File: src/logic/sev_pkg.sv
package sev_pkg;

  // Shared bit layout of the event flags and the enable mask
  localparam int unsigned EV_POWER_ON_BIT    = 7;
  localparam int unsigned EV_USER_REQ_BIT    = 6;
  localparam int unsigned EV_CMD_ERR_BIT     = 5;
  localparam int unsigned EV_EXEC_ERR_BIT    = 4;
  localparam int unsigned EV_DEV_ERR_BIT     = 3;
  localparam int unsigned EV_QUERY_ERR_BIT   = 2;
  localparam int unsigned EV_REQ_CTRL_BIT    = 1;
  localparam int unsigned EV_OP_DONE_BIT     = 0;

  // Bit position of the message-available flag in the status byte
  localparam int unsigned MSG_AVAIL_BIT      = 4;

  localparam int unsigned REG_W              = 8;
  localparam int unsigned DEV_REG_COUNT      = 4;

  // Bits this unit may ever set in the standard event flags
  localparam logic [7:0]  EV_USED_MASK       = 8'hbd;

  localparam logic [7:0]  ENABLE_MASK_RESET  = 8'h00;
  localparam logic [7:0]  EVENT_FLAGS_RESET  = 8'h80;
  localparam logic [7:0]  DEV_EVENT_RESET    = 8'h00;
  localparam logic [7:0]  MASK_MAX_VALUE     = 8'hff;

  // Answer kinds held in the response register
  typedef enum logic [1:0] {
    SEV_RESP_NONE   = 2'b00,
    SEV_RESP_ENABLE = 2'b01,
    SEV_RESP_EVENT  = 2'b10
  } sev_resp_t;

  // Completion-marker tracking
  typedef enum logic [0:0] {
    SEV_OPC_IDLE  = 1'b0,
    SEV_OPC_ARMED = 1'b1
  } sev_opc_state_t;

endpackage

File: src/logic/sev_status_regs.sv
`timescale 1ns/1ps
`default_nettype none

// Overview of operation
// - Clear-status zeroes the event flags and all four device event registers.
// - Over the serial link, clear-status keeps the pending response untouched.
// - Over the instrument bus, clear-status keeps response and message-available flag.
// - Enable-mask write carries 0 to 255 and loads the 8-bit mask.
// - A fractional enable-mask argument is rounded to an integer before loading.
// - The enable mask is zero after power-on.
// - Enable-mask query returns the stored mask, leaving it unchanged.
// - Event query returns the flags, then clears them.
// - Operation-complete flag sets once all commands before the marker finish.
module sev_status_regs
  import sev_pkg::*;
#(
  parameter int unsigned FRAC_W = 4
) (
  input  wire logic                clk,
  input  wire logic                rst_n,
  input  wire logic                clear_status,
  input  wire logic                mask_write,
  input  wire logic [8+FRAC_W-1:0] mask_write_value,
  input  wire logic                mask_query,
  input  wire logic                event_query,
  input  wire logic                opc_mark,
  input  wire logic                cmd_busy,
  input  wire logic                ev_command_error,
  input  wire logic                ev_execution_error,
  input  wire logic                ev_device_error,
  input  wire logic                ev_query_error,
  input  wire logic [7:0]          dev_event_set_a,
  input  wire logic [7:0]          dev_event_set_b,
  input  wire logic [7:0]          dev_event_set_c,
  input  wire logic [7:0]          dev_event_set_d,
  input  wire logic                response_taken,
  output logic [7:0]               event_enable_mask,
  output logic [7:0]               standard_event_flags,
  output logic [7:0]               device_event_reg_a,
  output logic [7:0]               device_event_reg_b,
  output logic [7:0]               device_event_reg_c,
  output logic [7:0]               device_event_reg_d,
  output logic                     event_summary,
  output logic [7:0]               response_data,
  output logic                     message_available_flag
);

  if (FRAC_W < 1 || FRAC_W > 16) begin : g_check_frac
    $error("sev_status_regs: FRAC_W must lie in 1 to 16");
  end

  localparam int unsigned VAL_W = 8 + FRAC_W;
  localparam logic [VAL_W:0] HALF_LSB = (VAL_W+1)'(1) << (FRAC_W - 1);

  logic [7:0]           enable_mask_q;
  logic [7:0]           enable_mask_d;
  logic [7:0]           response_data_q;
  logic [7:0]           response_data_d;
  logic                 msg_avail_q;
  logic                 msg_avail_d;
  sev_opc_state_t       opc_state_q;
  sev_opc_state_t       opc_state_d;
  logic                 opc_set;
  logic [VAL_W:0]       rounded_sum;
  logic [8:0]           rounded_int;
  logic                 mask_in_range;
  logic [7:0]           event_set;
  logic [7:0]           flags_value;
  logic [7:0]           dev_set   [DEV_REG_COUNT];
  logic [7:0]           dev_value [DEV_REG_COUNT];
  sev_resp_t            resp_kind;

  // Round half up: add half an LSB of the integer part, then truncate
  always_comb begin
    rounded_sum   = {1'b0, mask_write_value} + HALF_LSB;
    rounded_int   = rounded_sum[VAL_W:FRAC_W];
    mask_in_range = (rounded_int <= {1'b0, MASK_MAX_VALUE});
  end

  // Enable mask
  always_comb begin
    enable_mask_d = enable_mask_q;
    if (mask_write && mask_in_range) begin
      enable_mask_d = rounded_int[7:0];
    end
  end

  always_ff @(posedge clk) begin
    if (!rst_n) begin
      enable_mask_q <= ENABLE_MASK_RESET;
    end else begin
      enable_mask_q <= enable_mask_d;
    end
  end

  // Completion marker: done at once when idle, else when processing ends
  always_comb begin
    opc_state_d = opc_state_q;
    opc_set     = 1'b0;
    unique case (opc_state_q)
      SEV_OPC_IDLE: begin
        if (opc_mark && !cmd_busy) begin
          opc_set = 1'b1;
        end else if (opc_mark) begin
          opc_state_d = SEV_OPC_ARMED;
        end
      end
      SEV_OPC_ARMED: begin
        if (!cmd_busy) begin
          opc_set     = 1'b1;
          opc_state_d = SEV_OPC_IDLE;
        end
      end
    endcase
  end

  always_ff @(posedge clk) begin
    if (!rst_n) begin
      opc_state_q <= SEV_OPC_IDLE;
    end else begin
      opc_state_q <= opc_state_d;
    end
  end

  // Event sources in the shared layout; an out-of-range mask is an execution error
  always_comb begin
    event_set                    = '0;
    event_set[EV_CMD_ERR_BIT]    = ev_command_error;
    event_set[EV_EXEC_ERR_BIT]   = ev_execution_error | (mask_write && !mask_in_range);
    event_set[EV_DEV_ERR_BIT]    = ev_device_error;
    event_set[EV_QUERY_ERR_BIT]  = ev_query_error;
    event_set[EV_OP_DONE_BIT]    = opc_set;
  end

  sev_sticky_reg #(
    .WIDTH     (REG_W),
    .RESET_VAL (EVENT_FLAGS_RESET),
    .SET_MASK  (EV_USED_MASK)
  ) u_event_flags (
    .clk      (clk),
    .rst_n    (rst_n),
    .set_bits (event_set),
    .clear    (clear_status || event_query),
    .value_q  (flags_value)
  );

  assign dev_set[0] = dev_event_set_a;
  assign dev_set[1] = dev_event_set_b;
  assign dev_set[2] = dev_event_set_c;
  assign dev_set[3] = dev_event_set_d;

  for (genvar i = 0; i < DEV_REG_COUNT; i++) begin : g_dev_regs
    sev_sticky_reg #(
      .WIDTH     (REG_W),
      .RESET_VAL (DEV_EVENT_RESET),
      .SET_MASK  (8'hff)
    ) u_dev_reg (
      .clk      (clk),
      .rst_n    (rst_n),
      .set_bits (dev_set[i]),
      .clear    (clear_status),
      .value_q  (dev_value[i])
    );
  end

  // Query answers; the event query has priority over the mask query
  always_comb begin
    if (event_query) begin
      resp_kind = SEV_RESP_EVENT;
    end else if (mask_query) begin
      resp_kind = SEV_RESP_ENABLE;
    end else begin
      resp_kind = SEV_RESP_NONE;
    end
  end

  always_comb begin
    response_data_d = response_data_q;
    unique case (resp_kind)
      SEV_RESP_EVENT:  response_data_d = flags_value;
      SEV_RESP_ENABLE: response_data_d = enable_mask_q;
      SEV_RESP_NONE:   response_data_d = response_data_q;
      default:         response_data_d = response_data_q;
    endcase
  end

  // Pending answer: clear-status never touches it on either link
  always_comb begin
    msg_avail_d = msg_avail_q;
    if (resp_kind != SEV_RESP_NONE) begin
      msg_avail_d = 1'b1;
    end else if (response_taken) begin
      msg_avail_d = 1'b0;
    end
  end

  always_ff @(posedge clk) begin
    if (!rst_n) begin
      response_data_q <= 8'h00;
      msg_avail_q     <= 1'b0;
    end else begin
      response_data_q <= response_data_d;
      msg_avail_q     <= msg_avail_d;
    end
  end

  assign event_enable_mask      = enable_mask_q;
  assign standard_event_flags   = flags_value;
  assign device_event_reg_a     = dev_value[0];
  assign device_event_reg_b     = dev_value[1];
  assign device_event_reg_c     = dev_value[2];
  assign device_event_reg_d     = dev_value[3];
  assign event_summary          = |(flags_value & enable_mask_q);
  assign response_data          = response_data_q;
  assign message_available_flag = msg_avail_q;

endmodule

`default_nettype wire

File: src/logic/sev_sticky_reg.sv
`timescale 1ns/1ps
`default_nettype none

// Latching event register: bits set by pulses, cleared as a whole.
// A set that arrives with the clear survives it.
module sev_sticky_reg
  import sev_pkg::*;
#(
  parameter int unsigned       WIDTH     = REG_W,
  parameter logic [WIDTH-1:0]  RESET_VAL = '0,
  parameter logic [WIDTH-1:0]  SET_MASK  = '1
) (
  input  wire logic             clk,
  input  wire logic             rst_n,
  input  wire logic [WIDTH-1:0] set_bits,
  input  wire logic             clear,
  output logic      [WIDTH-1:0] value_q
);

  logic [WIDTH-1:0] value_d;

  always_comb begin
    value_d = (clear ? '0 : value_q) | (set_bits & SET_MASK);
  end

  always_ff @(posedge clk) begin
    if (!rst_n) begin
      value_q <= RESET_VAL;
    end else begin
      value_q <= value_d;
    end
  end

endmodule

`default_nettype wire

File: config.mk
export PLATFORM = sky130hd
export DESIGN_NAME = sev_status_regs
export DESIGN_NICKNAME = d
export VERILOG_FILES = /design/src/logic/sev_pkg.sv /design/src/logic/sev_status_regs.sv /design/src/logic/sev_sticky_reg.sv
export SDC_FILE = /design/constraint.sdc
export NUM_CORES = 1
export LEC_CHECK = 0
export BUFFER_PORTS_ARGS = -buffer_cell sky130_fd_sc_hd__buf_2
export CORE_ASPECT_RATIO = 0.5
export CORE_UTILIZATION = 30
export CTS_CLUSTER_SIZE = 24
export DETAILED_ROUTE_END_ITERATION = 10
export PLACE_DENSITY_LB_ADDON = 0.2
export RECOVER_POWER = 25
export SYNTH_ARGS = -nofsm -noshare
export SYNTH_HDL_FRONTEND = slang
export SYNTH_SLANG_ARGS = --single-unit
File: constraint.sdc
create_clock -name clk -period 2.4 [get_ports clk]
set_input_delay 0.24 -clock clk [delete_from_list [all_inputs] [get_ports clk]]
set_output_delay 0.24 -clock clk [all_outputs]
set_load 0.05 [all_outputs]
[Word level (Yosys, flattened, before mapping)]
Index checks and enable logic that the tools add are counted.
Word-level totals
  bits in registers: 58
  bits of input ports: 57
  output and inout port bits: 58
  logic and storage cells: 48
Cells by class
  add/sub/neg operators: 1
  $lt $le $gt $ge: 1
  eq/ne operators: 2
  multiplexer cells: 17
  bitwise gates (word level): 8
  reductions and logical operators: 10
Operators by type and width (count)
  $mux 8: 5
  $or 8x8->8: 4
  $pmux 8 s2: 1
  $add 12x4->13 const B: 1
  $le 9x8->1 const B: 1
  $and 8x8->8: 1
  $mux 1: 8
  $or 8x6->8: 1
  $reduce_or 8->1: 1
  $reduce_bool 2->1: 3
  $pmux 1 s2: 2
  $logic_and 1x1->1: 3
  $eq 2x1->1 const B: 1
  $eq 2x2->1 const B: 1
  $logic_not 1->1: 2
  $mux 2: 1
  $logic_or 1x1->1: 1
  $not 1->1: 1
  $or 1x1->1: 1

[Longest topological paths before layout]
  depth after elaboration: 6
  mapped depth: 5
  gate-level depth less buffers: 5

[Hierarchy]
Synthesis repeated with hierarchy kept, for this count alone.
Second synthesis, totals
  cell total of the unflattened synthesis: 231
  area, all modules: 2243.4 um^2
Modules (own cells, without submodules)
  sev_sticky_reg at g_dev_regs[0].u_dev_reg ...: times used 4, cells each 25, area each 275.3 um^2, sequential area each 160.2 um^2
  sev_status_regs: times used 1, cells each 110, area each 920.9 um^2, sequential area each 360.3 um^2
  sev_sticky_reg at u_event_flags: times used 1, cells each 21, area each 221.5 um^2, sequential area each 120.1 um^2

[Worst setup path after synthesis]
OpenSTA, ideal clock, no wires.
  path type: reg2out
  start point: reg u_event_flags.value_q[5]
  end point: out event_summary
  data arrival time: 1245 ps
  data required time: 2160 ps
  setup slack: 915 ps
  stages on the path, launching flop included: 3
  cell sequence: dfxtp_1 -> a22oi_1 -> nand3_1
Between the ends
  word-level cells in the longest chain between the ends: 2
RTL lines
  from (decl): RTL line sev_sticky_reg.sv:17  | output logic [WIDTH-1:0] value_q
  from (signal assigned): RTL line sev_sticky_reg.sv:30  | value_q <= value_d;
  $and 8x8->8: RTL line sev_status_regs.sv:213  | assign event_summary = |(flags_value & enable_mask_q);
  $reduce_or 8->1: RTL line sev_status_regs.sv:213
  to (decl): RTL line sev_status_regs.sv:43  | output logic event_summary,
Every way passes these cells.

[Worst setup path in the final report]
  start point: in rst_n
  end point: reg g_dev_regs[2].u_dev_reg.value_q[0]
RTL lines
  from (decl): RTL line sev_status_regs.sv:20  | input wire logic rst_n,
  to (signal assigned): RTL line sev_sticky_reg.sv:30
  to (decl): RTL line sev_sticky_reg.sv:17
No word-level cell between the ends.

==> key figures <==
Run status
  • Status: finished, final reports clean

Detailed routing
  • Pre-antenna DRT Iters: 4
  • Via density: approximately 4.5
  • Drt wl/cell: 11.92 um
  • Initial DRC count: 29
  • WL final: 5041 um
  • Post-route DRC: 0
  • Via count: 1919
  • Detail Route Antenna Nets: 0

Global routing
  • Tot GR Track Use: 14.45%
  • Initial antenna violation count: 0
  • Largest net degree at the start of global routing: 33
  • Vias in the first global route: 1771
  • Total gr overflow: 0
  • First-pass GRT wire length: 7928 um

Yosys
  • Yosys cell types: 25
  • Mapped Area: 0.002027 mm2
  • Synth Register Bits: 56
  • Synthesis Warnings: 0
  • Syn Inst Count: approximately 230
  • Synth top area cells: dfxtp_1, nor2_1, a21oi_1
  • Seq/Total Area, Yosys: 55.31%
  • Yosys top cell by area: dfxtp_1
  • Avg Inst Size Synth: between 8 and 9 um2
  • Top-area cell type share of the netlist area: 55.31%

Layout
  • Area Growth Syn to Fin: 36.30%
  • ANT cells: 0
  • Nets: slightly below 400
  • Share of layout cells above drive strength 1: 32.84%

Worst setup path
  • Slowest-stage cell, CP: clkbuf_1
  • CP cell instances: clkbuf_1 -> inv_1 -> clkbuf_1 -> nor2_1
  • Critical Path Max Stage Delay: 960 ps
  • Crit path arrival time: between 1500 and 2000 ps
  • Startpoint class of the critical path: input port
  • Crit path kind: in2reg
  • Crit path top cell by count: clkbuf_1
  • Critical path data required time: about 2500 ps
  • Critical path buffers and inverters: 3
  • CP delay by family, top: buffers and inverters
  • Crit. End Element: flop
  • Crit Path Max Fanout: 26

Clock tree
  • Clock sinks: 56
  • Num CTS Buffers: 5
  • Clock-pin transition on the worst setup and hold timing paths: 70 ps
  • H-tree depth: 2
  • Post-CTS setup buffers: 0
  • CTS tree: built
  • Number of hold buffers added after CTS: 0
  • Worst-Skew Late Latency: 290 ps
  • # resized after CTS: 0
  • Clock Tree Root: clkbuf_16
  • Max clock buf depth: 2

Timing
  • RSZ-0062 raised after global routing: no
  • Max-slew violations: 0
  • Worst-Margin Slew: 1299 ps
  • Skew final: roughly 2.6 ps
  • Final setup viols: 0
  • Hold slack final: 155.6 ps
  • TNS Setup: 0 ps
  • Tcrit/Tclk final: a little under two thirds
  • Final min period: 1530 ps
  • Fin. Hold Viols: 0
  • Highest clock rate: 0.6536 GHz
  • Relative slew slack: between 10% and 20%

Placed design
  • PortBufs: ~110
  • DP HPWL: 3829 um
  • Final GP Congestion: 0.8297

Floorplanning
  • # rows: 20
  • Initial Utilization: 32.27%
  • Full die area: 0.007109 mm2
  • Top Ports: 115
  • Die W: 118.2 um
  • Die height: about 60 um
  • Placeable Area: 0.006281 mm2

Min path
  • Min-Delay Path Class: in2reg

Pwr
  • Leakage: 1.311 nW
  • Power density over the cells: 799.9 mW/mm2
  • Peak supply drop: about 0.28 mV

Job
  • MaxCap Viol Count: 0
-- path summary, 6_finish.rpt --
check,depth (start not counted),startpoint,endpoint,slack (ps)
worst min register to register,2,opc_state_q,opc_state_q,480
worst max-delay path,4,rst_n,g_dev_regs[2].u_dev_reg.value_q[0],870
worst min-delay path,3,dev_event_set_a[3],g_dev_regs[0].u_dev_reg.value_q[3],160
worst max register to register,4,event_enable_mask[5],response_data[5],1500
-- placed cells by master, fill, tap and decap left out --
cell type,instances
buf_2,97
nor2_1,65
dfxtp_1,56
a21oi_1,45
clkbuf_1,15
mux2i_1,8
nand2_1,6
nand3_1,5
xnor2_1,5
a211oi_2,5
clkbuf_16,5
a22oi_1,3
inv_1,3
nand2b_1,2
o21ai_1,2
xor2_1,2
conb_1,2
nand4_2,1
nand4_1,1
nor3_1,1
a221oi_1,1
o31a_1,1
o21ai_0,1
ha_1,1
clkbuf_8,1
buf_4,1
-- registers in the layout, indices dropped and copies added, names as in the netlist --
register / cells
response_data: 8
u_event_flags.value_q: 6
message_available_flag: 1
event_enable_mask: 8
g_dev_regs.u_dev_reg.value_q: 32
opc_state_q: 1
-- cells by family after synthesis --
group / share of synthesized area (%)
flip-flops: 55.31
adder cells (fa/ha/maj): 0.6172
AO/OA/AOI/OAI: 16.91
multiplexers: 3.951
other: 0.1850
buffers and inverters: 3.827
AND/OR/NAND/NOR: 16.17
XOR/XNOR: 3.025
-- tightest hold or removal path: cells and delay by family --
family / cells / cell delay, ps
and+or+nand+nor: 1 / 70
buffers and inverters: 1 / 70
AOI/OAI and AO/OA: 1 / 30
-- cell type report --
type                    instances  area (um2)
well taps                      88       110.1
multi-input cells             157       832.0
clock buffers                   8       146.4
fillers                       645        3518
repair buffers                111       541.8
flip-flops and latches         56        1121
inverters                       3       11.26
-- routing by layer --
metal	vias up	share of wire, %	track usage [%]
met3	5	4.9	4.294
li1	972	-	-
met2	46	49	26.64
met5	-	0	0
met4	0	1.2	5.495
met1	896	45	16.25
-- through the flow --
step	utilization, %	power, W	area, um2	cells	setup WS [ps]
after global placement	41.95	0.001506	2635	415	972.5
final	43.98	0.002210	2763	423	870.0
after detailed placement	41.95	0.001513	2635	415	909.7
after floorplan	-	0.001378	2031	229	914.8
after CTS	44.28	0.002242	2781	423	969.6
after global routing	43.98	0.002303	2763	423	697.3
-- Yosys cell counts --
cell type / n
o31a_1: 1
nand2_1: 6
nor2_1: 65
nand2b_1: 2
nor3_1: 1
clkbuf_1: 8
mux2i_1: 8
buf_4: 2
nand4_2: 1
nand3_1: 5
o21ai_1: 2
dfxtp_1: 56
ha_1: 1
inv_1: 3
a22oi_1: 3
a211oi_2: 5
buf_2: 2
a221oi_1: 1
a21oi_1: 45
xor2_1: 2
nand4_1: 1
conb_1: 1
buf_6: 1
o21ai_0: 1
xnor2_1: 5
-- where the power goes --
group | internal, W | switching, W | leakage (nW)
Clock | 0.000417 | 0.000307 | 0.0712
Combinational | 0.000120 | 0.000339 | 0.773
Sequential | 0.000989 | 0.0000380 | 0.466
(Power assumes the default switching activity.)
